--- src/adc_regs_pkg.sv ---
// Shared constants and types for the converter status and configuration registers
`default_nettype none
package adc_regs_pkg;

  // Register select codes carried in the command byte
  localparam logic [1:0] REG_STATUS_OFS = 2'h0;
  localparam logic [1:0] REG_CONFIG_OFS = 2'h1;
  localparam logic [1:0] REG_FILTER_OFS = 2'h2;
  localparam logic [1:0] REG_DATA_OFS = 2'h3;

  // Configuration register reset value and writable bits
  localparam logic [7:0] CONFIG_RESET = 8'h02;
  localparam logic [7:0] CONFIG_WRITE_MASK = 8'hce;

  // Status register fixed fields and reset values
  localparam logic [1:0] STATUS_ZERO_FIELD = 2'h0;
  localparam logic STATUS_ONE_BIT = 1'h1;
  localparam logic PENDING_RESET = 1'h1;
  localparam logic ERROR_RESET = 1'h0;

  // Operating mode field codes
  localparam logic [1:0] MODE_CONTINUOUS = 2'h0;
  localparam logic [1:0] MODE_RESERVED = 2'h1;
  localparam logic [1:0] MODE_SINGLE = 2'h2;
  localparam logic [1:0] MODE_POWER_DOWN = 2'h3;

  // Serial framing
  localparam logic CMD_START_LEVEL = 1'h0;
  localparam logic CMD_DIR_READ = 1'h1;
  localparam logic [2:0] CMD_LAST_BIT = 3'h6;
  localparam logic [2:0] BYTE_LAST_BIT = 3'h7;
  localparam int SYNC_WIDTH = 3;

  typedef logic [1:0] operating_mode_t;

  typedef struct packed {
    logic write_enable_n;
    logic must_be_zero;
    logic [1:0] register_select;
    logic read_not_write;
    logic continuous_read;
    logic [1:0] channel_code;
  } command_s;

  typedef struct packed {
    operating_mode_t operating_mode_field;
    logic [1:0] zero_high;
    logic burnout_current_enable;
    logic unipolar;
    logic buffer_enable;
    logic zero_low;
  } config_s;

  typedef struct packed {
    logic result_update_soon;
    logic result_store;
    logic result_clamped;
    logic result_read;
    logic [1:0] channel_code;
  } core_event_s;

endpackage : adc_regs_pkg
`default_nettype wire

--- src/adc_status_mode_registers.sv ---
// Status and configuration registers behind the three-wire serial port
`timescale 1ns/1ps
`default_nettype none
// How it works
// Status register is eight bits, read only; writes never change it.
// Host reads status by sending a read command with register select zero.
// Status byte leaves most significant bit first.
// Pending flag clears when a new result is stored.
// Pending flag sets after a result read or just before an update.
// Pending flag sets when power-down mode is entered.
// Data-out pin shows the pending flag while no byte is shifting.
// Clamp error flag updates together with the pending flag.
// Clamp error flag sets when the stored result was saturated.
// Clamp error flag clears on a write that starts a conversion.
// Status bits 5 and 4 read zero, bit 3 reads one.
// Status bit 2 holds a fixed variant identification value.
// Status bits 1 and 0 give the channel being converted.
// Configuration register is eight bits, writable and readable.
// Configuration resets to buffered, continuous, bipolar, burnout off.
// Configuration bytes move most significant bit first both ways.
// Configuration write resets modulator and filter, sets pending flag.
// Mode field 7:6, burnout 3, unipolar 2, buffer 1; others zero.
// Command starts with a zero bit; seven more bits follow.
// Command bit 3 chooses write when zero, read when one.
// Mode codes: 00 continuous, 10 single, 11 power-down, 01 reserved.
module adc_status_mode_registers
  import adc_regs_pkg::*;
#(
  parameter logic VARIANT_ID_BIT = 1'h0 // Arbitrary value
) (
  input wire logic clk,
  input wire logic arst_n,
  input wire logic sclk,
  input wire logic din,
  input wire logic cs_n,
  input wire core_event_s core_event,
  output logic dout_rdy_n,
  output config_s config_out,
  output logic modulator_reset,
  output command_s command_out,
  output logic command_stb
);

  typedef enum logic [1:0] {
    ST_HUNT,
    ST_COMMAND,
    ST_WRITE,
    ST_READ
  } port_state_e;

  function automatic logic [7:0] status_byte(
    input logic pending,
    input logic clamp_err,
    input logic [1:0] channel_code
  );
    status_byte = {pending, clamp_err, STATUS_ZERO_FIELD, STATUS_ONE_BIT,
                   VARIANT_ID_BIT, channel_code};
  endfunction : status_byte

  // Reset release through two flops
  logic [1:0] rst_sync_q;
  logic rst_n;

  always_ff @(posedge clk or negedge arst_n) begin
    if (!arst_n) begin
      rst_sync_q <= 2'h0;
    end else begin
      rst_sync_q <= {rst_sync_q[0], 1'h1};
    end
  end

  assign rst_n = rst_sync_q[1];

  // Serial pins into the clock domain
  logic [SYNC_WIDTH-1:0] pins_raw;
  logic [SYNC_WIDTH-1:0] pins_sync;
  logic sclk_s;
  logic din_s;
  logic cs_n_s;

  assign pins_raw = {sclk, din, cs_n};

  pin_sync #(
    .WIDTH(SYNC_WIDTH)
  ) u_pin_sync (
    .clk(clk),
    .rst_n(rst_n),
    .pin_in(pins_raw),
    .pin_out(pins_sync)
  );

  assign sclk_s = pins_sync[2];
  assign din_s = pins_sync[1];
  assign cs_n_s = pins_sync[0];

  // Serial port state
  port_state_e state_q;
  port_state_e state_d;
  logic [2:0] bit_cnt_q;
  logic [2:0] bit_cnt_d;
  logic [7:0] shift_q;
  logic [7:0] shift_d;
  logic dout_q;
  logic dout_d;
  logic sclk_prev_q;
  logic sclk_prev_d;
  command_s cmd_q;
  command_s cmd_d;
  logic cmd_stb_q;
  logic cmd_stb_d;
  config_s cfg_q;
  config_s cfg_d;
  logic modrst_q;
  logic modrst_d;
  logic cfg_wr;

  // Flag state
  logic pending_q;
  logic pending_d;
  logic err_q;
  logic err_d;

  logic sclk_rise;
  logic sclk_fall;
  logic [7:0] status_now;
  command_s cmd_new;
  logic [7:0] byte_new;

  assign sclk_rise = sclk_s & ~sclk_prev_q;
  assign sclk_fall = ~sclk_s & sclk_prev_q;
  assign status_now = status_byte(pending_q, err_q, core_event.channel_code);
  assign cmd_new = command_s'({CMD_START_LEVEL, shift_q[5:0], din_s});
  assign byte_new = {shift_q[6:0], din_s};

  always_comb begin
    state_d = state_q;
    bit_cnt_d = bit_cnt_q;
    shift_d = shift_q;
    dout_d = (state_q == ST_READ) ? dout_q : pending_q;
    sclk_prev_d = sclk_s;
    cmd_d = cmd_q;
    cmd_stb_d = 1'h0;
    cfg_d = cfg_q;
    modrst_d = 1'h0;
    cfg_wr = 1'h0;
    if (cs_n_s) begin
      state_d = ST_HUNT;
      bit_cnt_d = 3'h0;
      dout_d = pending_q;
    end else begin
      unique case (state_q)
        ST_HUNT: begin
          if (sclk_rise && din_s == CMD_START_LEVEL) begin
            state_d = ST_COMMAND;
            bit_cnt_d = 3'h0;
            shift_d = 8'h00;
          end
        end
        ST_COMMAND: begin
          if (sclk_rise) begin
            shift_d = byte_new;
            bit_cnt_d = bit_cnt_q + 3'h1;
            if (bit_cnt_q == CMD_LAST_BIT) begin
              bit_cnt_d = 3'h0;
              cmd_d = cmd_new;
              cmd_stb_d = 1'h1;
              state_d = ST_HUNT;
              if (cmd_new.read_not_write == CMD_DIR_READ) begin
                if (cmd_new.register_select == REG_STATUS_OFS) begin
                  shift_d = status_now;
                  state_d = ST_READ;
                end else if (cmd_new.register_select == REG_CONFIG_OFS) begin
                  shift_d = cfg_q;
                  state_d = ST_READ;
                end
              end else if (cmd_new.register_select == REG_CONFIG_OFS) begin
                state_d = ST_WRITE;
              end
              // A write with select zero only reloads the command; status stays
            end
          end
        end
        ST_WRITE: begin
          if (sclk_rise) begin
            shift_d = byte_new;
            bit_cnt_d = bit_cnt_q + 3'h1;
            if (bit_cnt_q == BYTE_LAST_BIT) begin
              bit_cnt_d = 3'h0;
              cfg_d = config_s'(byte_new & CONFIG_WRITE_MASK);
              cfg_wr = 1'h1;
              modrst_d = 1'h1;
              state_d = ST_HUNT;
            end
          end
        end
        ST_READ: begin
          if (sclk_fall) begin
            dout_d = shift_q[7];
            shift_d = {shift_q[6:0], 1'h0};
          end
          if (sclk_rise) begin
            bit_cnt_d = bit_cnt_q + 3'h1;
            if (bit_cnt_q == BYTE_LAST_BIT) begin
              bit_cnt_d = 3'h0;
              state_d = ST_HUNT;
            end
          end
        end
      endcase
    end
  end

  always_ff @(posedge clk or negedge rst_n) begin
    if (!rst_n) begin
      state_q <= ST_HUNT;
      bit_cnt_q <= 3'h0;
      shift_q <= 8'h00;
      dout_q <= PENDING_RESET;
      sclk_prev_q <= 1'h1;
      cmd_q <= command_s'(8'h00);
      cmd_stb_q <= 1'h0;
      cfg_q <= config_s'(CONFIG_RESET);
      modrst_q <= 1'h0;
    end else begin
      state_q <= state_d;
      bit_cnt_q <= bit_cnt_d;
      shift_q <= shift_d;
      dout_q <= dout_d;
      sclk_prev_q <= sclk_prev_d;
      cmd_q <= cmd_d;
      cmd_stb_q <= cmd_stb_d;
      cfg_q <= cfg_d;
      modrst_q <= modrst_d;
    end
  end

  // Pending and clamp flags; any set wins over the clear on a store
  always_comb begin
    pending_d = pending_q;
    err_d = err_q;
    if (core_event.result_store) begin
      pending_d = 1'h0;
      err_d = core_event.result_clamped;
    end
    if (cfg_wr) begin
      err_d = 1'h0;
    end
    if (core_event.result_read || core_event.result_update_soon) begin
      pending_d = 1'h1;
    end
    if (cfg_wr || cfg_q.operating_mode_field == MODE_POWER_DOWN) begin
      pending_d = 1'h1;
    end
  end

  always_ff @(posedge clk or negedge rst_n) begin
    if (!rst_n) begin
      pending_q <= PENDING_RESET;
      err_q <= ERROR_RESET;
    end else begin
      pending_q <= pending_d;
      err_q <= err_d;
    end
  end

  assign dout_rdy_n = dout_q;
  assign config_out = cfg_q;
  assign modulator_reset = modrst_q;
  assign command_out = cmd_q;
  assign command_stb = cmd_stb_q;
endmodule : adc_status_mode_registers
`default_nettype wire

--- src/pin_sync.sv ---
// Two-stage synchroniser for pins arriving from outside the clock domain
`timescale 1ns/1ps
`default_nettype none
module pin_sync #(
  parameter int WIDTH = 1
) (
  input wire logic clk,
  input wire logic rst_n,
  input wire logic [WIDTH-1:0] pin_in,
  output logic [WIDTH-1:0] pin_out
);
  logic [WIDTH-1:0] meta_q;
  logic [WIDTH-1:0] meta_d;
  logic [WIDTH-1:0] stable_q;
  logic [WIDTH-1:0] stable_d;

  always_comb begin
    meta_d = pin_in;
    stable_d = meta_q;
  end

  always_ff @(posedge clk or negedge rst_n) begin
    if (!rst_n) begin
      meta_q <= '1;
      stable_q <= '1;
    end else begin
      meta_q <= meta_d;
      stable_q <= stable_d;
    end
  end

  assign pin_out = stable_q;
endmodule : pin_sync
`default_nettype wire

--- config.mk ---
export PLATFORM = sky130hd
export DESIGN_NAME = adc_status_mode_registers
export DESIGN_NICKNAME = d
export VERILOG_FILES = /design/src/adc_regs_pkg.sv /design/src/adc_status_mode_registers.sv /design/src/pin_sync.sv
export SDC_FILE = /design/constraint.sdc
export NUM_CORES = 1
export LEC_CHECK = 0
export ABC_AREA = 1
export BUFFER_PORTS_ARGS = -buffer_cell sky130_fd_sc_hd__buf_2
export CORE_MARGIN = 10
export CORE_UTILIZATION = 50
export CTS_CLUSTER_SIZE = 8
export DETAILED_ROUTE_END_ITERATION = 8
export GPL_TIMING_DRIVEN = 0
export PLACE_DENSITY = 0.81
export SYNTH_ARGS = -nofsm -noshare
export SYNTH_HDL_FRONTEND = slang
export SYNTH_SLANG_ARGS = --single-unit
--- constraint.sdc ---
create_clock -name clk -period 1.2 [get_ports clk]
set_input_delay 0.3 -clock clk [delete_from_list [all_inputs] [get_ports clk]]
set_output_delay 0.3 -clock clk [all_outputs]
set_load 0.05 [all_outputs]
==> results.md, run 1 <==
- Port buffer count: 25
- TritonCTS clock tree: yes
- Normalized max-slew margin: ~57%
- Cell chain of the critical path: inv_2, ha_4, nand2_4, nor3_4, nand2_2, buf_6, nand2_2, o21ai_2
- RSZ-0062 raised after global routing: true
- DRC Markers: 0
- Initial core utilization: ~52%
- NetSw: 1.48 mW
- Core area: between 0.003 and 0.004 mm²
- Final Worst Setup Slack: -0.138 ns
- Final wirelength: about 4500 µm
- Final min period: 1.34 ns
- Sequential share of power: about 43%
- Die Y-Extent: 81.9 µm
- Fillers: roughly 270
- Failing checks: setup timing
- Critical Path Most Common Cell: nand2_2
- Slowest cell on crit path: dfrtp_1
- First-pass GRT wire length: 7190 µm
- Clock network power share: 22.9%
- DR pass1 iterations: 4
- Largest net degree at the start of global routing: 24
- Worst setup path class: reg -> reg
- Switch share: 38.8%
- Status: finished, violations left
- Syn Area/Cell: 8.96 µm²
- Worst skew pair latency: 0.30 ns
- Final Wtd Congestion: 0.846
- # clock sinks: 39
- Total gr overflow: 0
- Max Fclk: 747 MHz
- Total power: 3.82 mW
- Worst Hold Path Cells: 1
- Area Growth Syn to Fin: 37.3%
- Library cells used by synthesis: 30
- ANT nets after route: 0
- Final Util: 71.4%
- Crit path launch type: register
- DR WL/cell: 13.9 µm
- Max-Cap Viols: 0
- Vias: 1599
- Initial antenna violation count: 0
- Maximum clock path buffer count: 2
- R2r worst-path depth: 8
- CTS Root Cell: clkbuf_8
- Worst endpoint required time: 1.39 ns
- Number of buffers created by CTS: 5
- Crit end category: register
- Register area: slightly below 0.001 mm²
- DIE WIDTH: 81.9 µm
- Min-delay worst type: in -> reg
- Seq/Total Area, Yosys: roughly half
- Post-synthesis cell count: 214
- Actual slew at the worst max-slew pin: 0.644 ns
- Worst Skew: ~0.010 ns
- Number of cell rows: 22
- # setup viols final: 28
- Die ar.: 0.00671 mm²
- Peak VDD IR: 1000 µV
- Combinational fraction of design power: 33.9%
- FF+latch count, synth: 39
- Tot GR Track Use: 13.9%
- Crit-path max FO: 10
- DR iter-0 viols: 110
- Post-Layout Cell Count: 320
- Area occupied by multi-input gates: 912 µm²
- Crit path largest cell delay: 0.40 ns
- CTS H-tree lvls: 2
- I/O pin total: 30
- # diodes: 0
- Clock-pin slew on the worst setup and hold paths: 0.08 ns
- CP arrival: ~1.5 ns
- DP Cell Count: 291
- Mapped Area: 0.00192 mm²
- Internal: around 2.3 mW
- Via density: 5.00
- Layout cells sized above 1: 48.5%
- Place WS: -0.212 ns
- Vias in the first global route: 1601
- Tcrit/Tclk final: 112%
- Max-slew violations: 0
- Post-DP HPWL: between 3000 and 4000 µm
- Synth warn: 0
- Fin nets: 286
- Hold Fails Final Rpt: 0
- Power density cells: 1450 mW/mm²
- R2r setup slk: -0.14 ns
- Pleak: between 1 and 1.5 nW
[kinds of logic after synthesis]
group	share of synthesized area, %
flip-flops	51.6
other	0.392
AO/OA/AOI/OAI	10.5
AND/OR/NAND/NOR	26.2
multiplexers	0.522
buffers and inverters	8.16
adder cells (fa/ha/maj)	2.61
[state kept, by name (all words and copies together) (netlist names), 2 cells and up]
register / count
bit_cnt_q: 3
command_out: 7
config_out: 5
rst_sync_q: 2
shift_q: 8
state_q: 2
u_pin_sync.meta_q: 3
u_pin_sync.pin_out: 3
[power groups by stage]
stage               clock [mW]  sequential [mW]  combinational, mW
finish                   0.878             1.65               1.30
global route             0.972             1.67               1.43
CTS                      0.892             1.64               1.21
detailed placement           0             1.64               1.08
global placement             0             1.64               1.04
floorplan                    0             1.62              0.871
[cell type report]
cell class	instances	area share, %
clock inverters	3	0.760
inverters	25	4.13
repair buffers	47	15.5
clock buffers	5	2.61
multi-input cells	146	34.6
well taps	48	2.28
plain buffers	7	2.42
flip-flops and latches	39	37.6
[timing repair]
item / in CTS / in global routing
buffers inserted: 10 / 9
endpoints found under the hold margin: 2 / 0
hold buffers: 1 / 0
cloned: 1 / 0
gates resized for setup: 39 / 24
endpoints found under the setup margin: 40 / 42
pin swaps: 3 / 4
[per-stage QoR]
stage | hold slack [ns] | setup TNS, ns | area (µm²)
2_1_floorplan | 0.00441 | -0.726 | 2000
3_3_place_gp | 0.0858 | -11.79 | 2180
3_5_place_dp | 0.0881 | -3.34 | 2210
4_1_cts | 0.0913 | -2.52 | 2500
5_1_grt | 0.0810 | -4.80 | 2630
6_report | 0.0946 | -2.79 | 2630
[per-layer routing]
layer,vias up,GRT usage [%],wire [µm]
li1,785,-,-
met1,764,15.1,1740
met2,41,24.5,2330
met3,9,5.24,330
met4,0,4.25,68
met5,-,0,0
[path summary, 6_finish.rpt]
path	from	to
hold / removal	sclk	u_pin_sync.meta_q[2]
setup / recovery	bit_cnt_q[0]	command_out[4]
setup reg to reg	bit_cnt_q[0]	command_out[4]
hold reg to reg	rst_sync_q[1]	bit_cnt_q[2]
max in group asynchronous	rst_sync_q[1]	pending_q
min in group asynchronous	rst_sync_q[1]	bit_cnt_q[2]
[cell usage in the layout, fill, tap and decap left out, types with 3 or more instances in the layout]
master,instances
nor2_4,7
inv_1,15
o21ai_0,4
o211ai_1,3
conb_1,5
inv_2,8
clkbuf_8,5
nor2_2,3
nand2_1,52
o21ai_1,9
nor2_1,7
nand2_2,14
o21ai_2,10
buf_2,11
nand3_1,10
buf_4,24
buf_6,15
dfrtp_1,27
nand2_4,6
dfstp_2,10
[synth_stat cells]
cell | instances | share of area (%)
inv_2 | 3 | 0.59
nor3_1 | 1 | 0.26
inv_1 | 21 | 4.1
mux2i_1 | 1 | 0.52
buf_2 | 1 | 0.26
o2111ai_1 | 1 | 0.46
dfstp_2 | 10 | 14
o21ai_0 | 8 | 2.1
nand2_8 | 1 | 1.0
inv_6 | 1 | 0.46
nand3_1 | 11 | 2.9
conb_1 | 2 | 0.39
nand4_1 | 1 | 0.33
nand2_2 | 11 | 3.6
buf_6 | 2 | 1.2
nor2_2 | 1 | 0.33
o211ai_1 | 3 | 1.2
nand2_1 | 61 | 12
a31oi_1 | 1 | 0.33
o21ai_2 | 10 | 4.6
nor3_2 | 1 | 0.52
nor2_4 | 3 | 1.8
o21ai_1 | 5 | 1.3
o22ai_1 | 1 | 0.33
buf_4 | 4 | 1.6
dfrtp_1 | 29 | 38
a21oi_1 | 1 | 0.26
nor2_1 | 13 | 2.5
ha_1 | 4 | 2.6
nand3_2 | 2 | 1.0
[worst max-delay path, delay by kind of cell, from the launching register on]
kind	cells	cell delay [ns]
and+or+nand+nor	4	0.42
DFF	1	0.40
buffers and inverters	2	0.25
adders and majority gates	1	0.13
AOI/OAI and AO/OA	1	0.04
No activity file was read; power rests on OpenSTA's default activity.
==> inputs of run 2 (changes only) <==
--- a/config.mk
+++ b/config.mk
@@ -6,6 +6,7 @@
 export NUM_CORES = 1
 export LEC_CHECK = 0
 export ABC_AREA = 1
+export ABC_CLOCK_PERIOD_IN_PS = 1100
 export BUFFER_PORTS_ARGS = -buffer_cell sky130_fd_sc_hd__buf_2
 export CORE_MARGIN = 10
 export CORE_UTILIZATION = 50
==> constraint.sdc (replaced) <==
create_clock -name clk -period 1.1 [get_ports clk]
set_input_delay 0.275 -clock clk [delete_from_list [all_inputs] [get_ports clk]]
set_output_delay 0.275 -clock clk [all_outputs]
set_load 0.05 [all_outputs]
==> run 2 against run 1 <==
  * The flow still finishes with violations (setup timing)
  * Non-clock buffer count increased by 3
  * Routed wire length increased by 12%
  * Critical path depth decreased by 1
  * Combinational power increased by 9%
  * Fmax decreased by 6.7%
  * Final area increased by 4.4%
  * Global-route usage increased by 0.64 points
  * Setup slack got worse by 0.20 ns
  * Worst hold slack got worse by 0.026 ns
  * Flip-flop and latch count unchanged
  * Register-to-register slack got worse by 0.20 ns
  * Highest routed layer unchanged
==> results.md, run 2 (synthesis gave the netlist of run 1 again) <==
- Status: finished, violations left
- Failing checks: setup timing
- Vias: 1658
- DIE WIDTH: slightly above 80 µm
- Max Fclk: 697 MHz
- Final min period: 1.43 ns
- Pleak: 1.38 nW
- Via density: 5.13
- Commonest non-fill, non-tap cell in the layout: nand2_1
- TritonCTS clock tree: yes
- Number of cell rows: 22
- Reg-to-Reg End: command_out[2]
- # clock sinks: 39
- Tot GR Track Use: 14.5%
- Die Y-Extent: 81.9 µm
- DP Cell Count: 290
- Post-Layout Cell Count: between 300 and 400
- Worst skew pair latency: about 0.30 ns
- Worst setup path class: reg -> reg
- DR iter-0 viols: 104
- Hold Crit Start: din
- Worst Setup SP: bit_cnt_q[0]
- CTS H-tree lvls: 2
- Port buffer count: 25
- Sum Neg Setup Slack: -7.52 ns
- CTS Root Cell: clkbuf_8
- Largest net degree at the start of global routing: 38
- Hold Crit Endpoint: u_pin_sync.meta_q[1]
- Placed inst area: 0.00219 mm²
- Area Growth Syn to Fin: 43.3%
- First-pass GRT wire length: 7530 µm
- # setup viols final: 44
- Actual slew at the worst max-slew pin: 0.795 ns
- Die ar.: between 0.006 and 0.007 mm²
- RSZ-0062 raised after global routing: true
- Clock-pin slew on the worst setup and hold paths: 0.08 ns
- Maximum clock path buffer count: 2
- Hold Fails Final Rpt: 0
- Normalized max-slew margin: a little under half
- Number of buffers created by CTS: 5
- Worst Hold Path Cells: 1
- Final Wtd Congestion: 0.860
- Fin nets: 289
- Top reg by flops: shift_q
- I/O pin total: 30
- Most frequent cells in the layout: 45 x nand2_1, 26 x dfrtp_1, 25 x buf_4, 18 x nand2_2, 16 x buf_6
- Min-delay worst type: in -> reg
- Layout cells sized above 1: ~52%
- Core area: 0.00369 mm²
- Final Worst Setup Slack: -0.334 ns
- Final wirelength: 5000 µm
- Tcrit/Tclk final: 130%
- Max-Cap Viols: 0
- Place WS: -0.336 ns
- Vias in the first global route: 1655
- Reg-to-reg startpoint: bit_cnt_q[0]
- ANT nets after route: 0
- # diodes: 0
- Power density cells: 1630 mW/mm²
- Peak VDD IR: 1050 µV
- R2r setup slk: -0.33 ns
- Initial antenna violation count: 0
- Worst endpoint required time: 1.33 ns
- Final Util: 74.5%
- Post-Layout Inst Area: 0.00275 mm²
- CP arrival: 1.67 ns
- Max-slew violations: 0
- Post-DP HPWL: about 3000 µm
- Total gr overflow: 0
- Crit-path max FO: 5
- Largest register FFs: 8
- DR WL/cell: ~15 µm
- DR pass1 iterations: 4
- Crit path launch type: register
- Worst Skew: 0.00762 ns
- Initial core utilization: between 50% and 60%
- R2r worst-path depth: 7
- DRC Markers: 0
- Crit end category: register
-- run 2: cell count changes in the layout (fill, tap and decap cells not counted), moves of 2 or more --
| cell | change |
|---|---|
| nand2_2 | +4 |
| clkinvlp_4 | -2 |
| inv_2 | -2 |
| nand2_1 | -7 |
| nand2_4 | +2 |
-- run 2: critical path, stage by stage (launching register included) --
cell,delay [ns]
dfrtp_1,0.41
inv_2,0.08
ha_4,0.15
nand2_8,0.08
nor3_4,0.21
nand2_4,0.12
clkbuf_16,0.18
o21ai_2,0.13
-- run 2: worst max path at each step --
stage / depth (start not counted) / endpoint / slack, ns
6_report: 7 / command_out[2] / -0.33
5_1_grt: 7 / command_out[2] / -0.39
4_1_cts: 8 / command_out[2] / -0.24
3_5_place_dp: 8 / command_out[4] / -0.34
3_3_place_gp: 8 / command_out[4] / -0.30
2_1_floorplan: 8 / command_out[4] / -0.21
-- run 2: per-layer routing --
| metal | routed length, µm | global-route usage [%] | share of wire (%) | vias up |
|---|---|---|---|---|
| met5 | 0 | 0 | 0 | - |
| met4 | 84 | 5.44 | 1.7 | 0 |
| met3 | 312 | 5.35 | 6.2 | 9 |
| met2 | 2700 | 24.9 | 54 | 57 |
| met1 | 1900 | 16.1 | 38 | 798 |
| li1 | - | - | - | 794 |
-- run 2: what timing repair did --
item                       in CTS  in global routing
pin swaps                       5                  8
setup buffers                  16                  6
setup endpoints to repair      44                 44
resized for setup              45                 30
gates cloned                    1                  1
hold endpoints to repair        2                  0
hold buffers                    1                  0
-- run 2: area by class of cell --
type	count	area, µm²
plain buffers	7	67.6
well taps	48	60.1
clock inverters	2	35.0
inverters	25	116
fillers	232	941
flip-flops and latches	39	992
repair buffers	50	435
clock buffers	6	82.6
multi-input cells	146	958
-- run 2: per-stage QoR --
| step | hold WS (ns) | total power, mW |
|---|---|---|
| 6_report | 0.0687 | 4.49 |
| 3_5_place_dp | 0.0621 | 2.97 |
| 3_3_place_gp | 0.0602 | 2.93 |
| 2_1_floorplan | -0.0206 | 2.72 |
| 4_1_cts | 0.0550 | 4.39 |
| 5_1_grt | 0.0504 | 4.75 |
-- run 2: report_power, final --
part | leakage (nW) | switching [mW] | total (mW) | internal, mW
clock network | 0.0612 | 0.522 | 1.26 | 0.734
logic | 0.836 | 0.911 | 1.42 | 0.507
registers | 0.478 | 0.221 | 1.82 | 1.60
total | 1.38 | 1.65 | 4.49 | 2.84
==> inputs of run 3 (changes only) <==
--- a/config.mk
+++ b/config.mk
@@ -17,3 +17,4 @@
 export SYNTH_ARGS = -nofsm -noshare
 export SYNTH_HDL_FRONTEND = slang
 export SYNTH_SLANG_ARGS = --single-unit
+export TNS_END_PERCENT = 10
==> run 3 against run 2 <==
  * The flow still finishes with violations (setup timing)
  * Setup slack improved by 0.016 ns
  * Die area is the same
  * Clock-buffer cell count up 2
  * Fmax grew 1.1%
  * Via count down 3.0%
  * Clock power decreased by 16%
  * Clock skew about the same
  * Sequential power about the same
  * Critical endpoint is now shift_q[6]
  * Largest cell class unchanged
==> results.md, run 3 (synthesis gave the netlist of run 1 again) <==
- Sequential share of power: 41.0%
- Pleak: 1.30 nW
- RSZ-0062 raised after global routing: true
- First-pass GRT wire length: 6990 µm
- Hold Crit Start: sclk
- Worst Setup SP: shift_q[4]
- Fin nets: 277
- Final min period: 1.42 ns
- Switch share: 38.1%
- Core area: 0.00369 mm²
- Worst Skew: 0.00758 ns
- CTS Root Cell: clkbuf_8
- Power density cells: roughly 1700 mW/mm²
- Tot GR Track Use: 13.5%
- Worst skew pair latency: 0.30 ns
- Commonest non-fill, non-tap cell in the layout: nand2_1
- Peak VDD IR: 1080 µV
- Worst setup path class: reg -> reg
- Crit path launch type: register
- CTS H-tree lvls: 2
- Vias: 1608
- DR iter-0 viols: roughly 130
- Final Util: 70.8%
- Fillers: 264
- Top reg by flops: shift_q
- Final Wtd Congestion: 0.950
- # clock sinks: 39
- Normalized max-slew margin: 48.8%
- Port buffer count: 25
- Min-delay worst type: in -> reg
- Final Worst Setup Slack: -0.319 ns
- Maximum clock path buffer count: 2
- Area occupied by multi-input gates: 947 µm²
- Die ar.: 0.00671 mm²
- Total gr overflow: 0
- Most frequent cells in the layout: 50 x nand2_1, 27 x dfrtp_1, 17 x buf_6, 16 x inv_1, 16 x nand2_2
- Layout cells sized above 1: 47.9%
- Clock-pin slew on the worst setup and hold paths: 0.08 ns
- Crit end category: register
- NetSw: 1.68 mW
- Actual slew at the worst max-slew pin: between 0.7 and 0.8 ns
- Number of cell rows: 22
- Largest net degree at the start of global routing: 38
- Post-DP HPWL: about 2800 µm
- Vias in the first global route: around 1.5k
- Crit-path max FO: 6
- Area Growth Syn to Fin: 36.2%
- # diodes: 0
- Internal: 2.73 mW
- Max Fclk: around 700 MHz
- ANT nets after route: 0
- Final wirelength: 4630 µm
- DR pass1 iterations: 4
- Initial antenna violation count: 0
- DR WL/cell: ~15 µm
- Reg-to-reg startpoint: shift_q[4]
- Clock network power share: 23.9%
- Failing checks: setup timing
- DRC Markers: 0
- I/O pin total: 30
- Largest register FFs: 8
- Worst endpoint required time: around 1.3 ns
- # setup viols final: 43
- Status: finished, violations left
- Number of buffers created by CTS: 5
- Sum Neg Setup Slack: -7.67 ns
- Hold Fails Final Rpt: 0
- Register area: 991 µm²
- Tcrit/Tclk final: 129%
- DIE WIDTH: between 80 and 90 µm
- CP arrival: 1.66 ns
- Via density: just over 5
- Max-Cap Viols: 0
- Die Y-Extent: around 82 µm
- Initial core utilization: 52.0%
- Max-slew violations: 0
- TritonCTS clock tree: yes
- Combinational fraction of design power: 35.1%
## run 3: cell types whose count changed in the layout (fill, tap and decap cells not counted), sizes merged
| cell | delta |
|---|---|
| bufinv | -1 |
| clkinv | -2 |
| inv | +1 |
| buf | -11 |
| clkbuf | +1 |
## run 3: final cells by class
| type | count | share of cell area (%) |
|---|---|---|
| inverter | 25 | 4.26 |
| multi-input combinational | 146 | 36.3 |
| sequential | 39 | 37.9 |
| buffer | 7 | 2.59 |
| timing repair buffer | 38 | 12.8 |
| tap | 48 | 2.30 |
| clock buffer | 8 | 3.83 |
## run 3: repair_timing
action,CTS,global route
hold buffers,1,0
endpoints found under the setup margin,44,45
setup buffers,6,6
pin swaps,10,11
hold endpoints to repair,2,0
cloned,0,0
gates resized for setup,53,33
## run 3: path summary, 6_finish.rpt
path                                   endpoint  slack, ns  depth (start not counted)
max                                  shift_q[6]      -0.32                          9
min                        u_pin_sync.meta_q[2]       0.06                          1
max reg2reg                          shift_q[6]      -0.32                          9
min reg2reg                      command_out[1]       0.34                          0
max in group asynchronous            state_q[0]       0.22                          0
min in group asynchronous         rst_sync_q[1]       0.28                          2
## run 3: routing by layer
layer,global-route usage [%],up-vias,wire length (µm)
li1,-,766,-
met1,16.5,775,1860
met2,21.3,49,2320
met3,4.04,18,320
met4,6.29,0,126
met5,0,-,0
## run 3: metrics by stage
stage	hold WS (ns)	instances	total power, mW	instance area, µm²	worst slack, ns
global placement	0.0600	290	2.90	2140	-0.431
global route	0.0645	311	4.63	2610	-0.405
CTS	0.0671	305	4.07	2450	-0.260
floorplan	-0.0206	217	2.69	1960	-0.214
detailed placement	0.0611	290	2.94	2150	-0.422
finish	0.0648	311	4.42	2610	-0.319
## run 3: critical path, cell delays in order (launching register included)
cell and delay, ns:
dfrtp_1 0.49, nor2_1 0.34, nand2_1 0.09, nand2_1 0.08, nand2_1 0.05, nand2_1 0.08, nand2_1 0.06, nand2_1 0.07
nand2_2 0.05, nand2_1 0.05
## run 3: power groups by stage
| stage | Clock [mW] | Sequential, mW | Combinational [mW] |
|---|---|---|---|
| after floorplan | 0 | 1.76 | 0.929 |
| after global placement | 0 | 1.79 | 1.11 |
| after detailed placement | 0 | 1.80 | 1.14 |
| after CTS | 1.06 | 1.79 | 1.22 |
| after global routing | 1.13 | 1.83 | 1.67 |
| final | 1.06 | 1.81 | 1.55 |
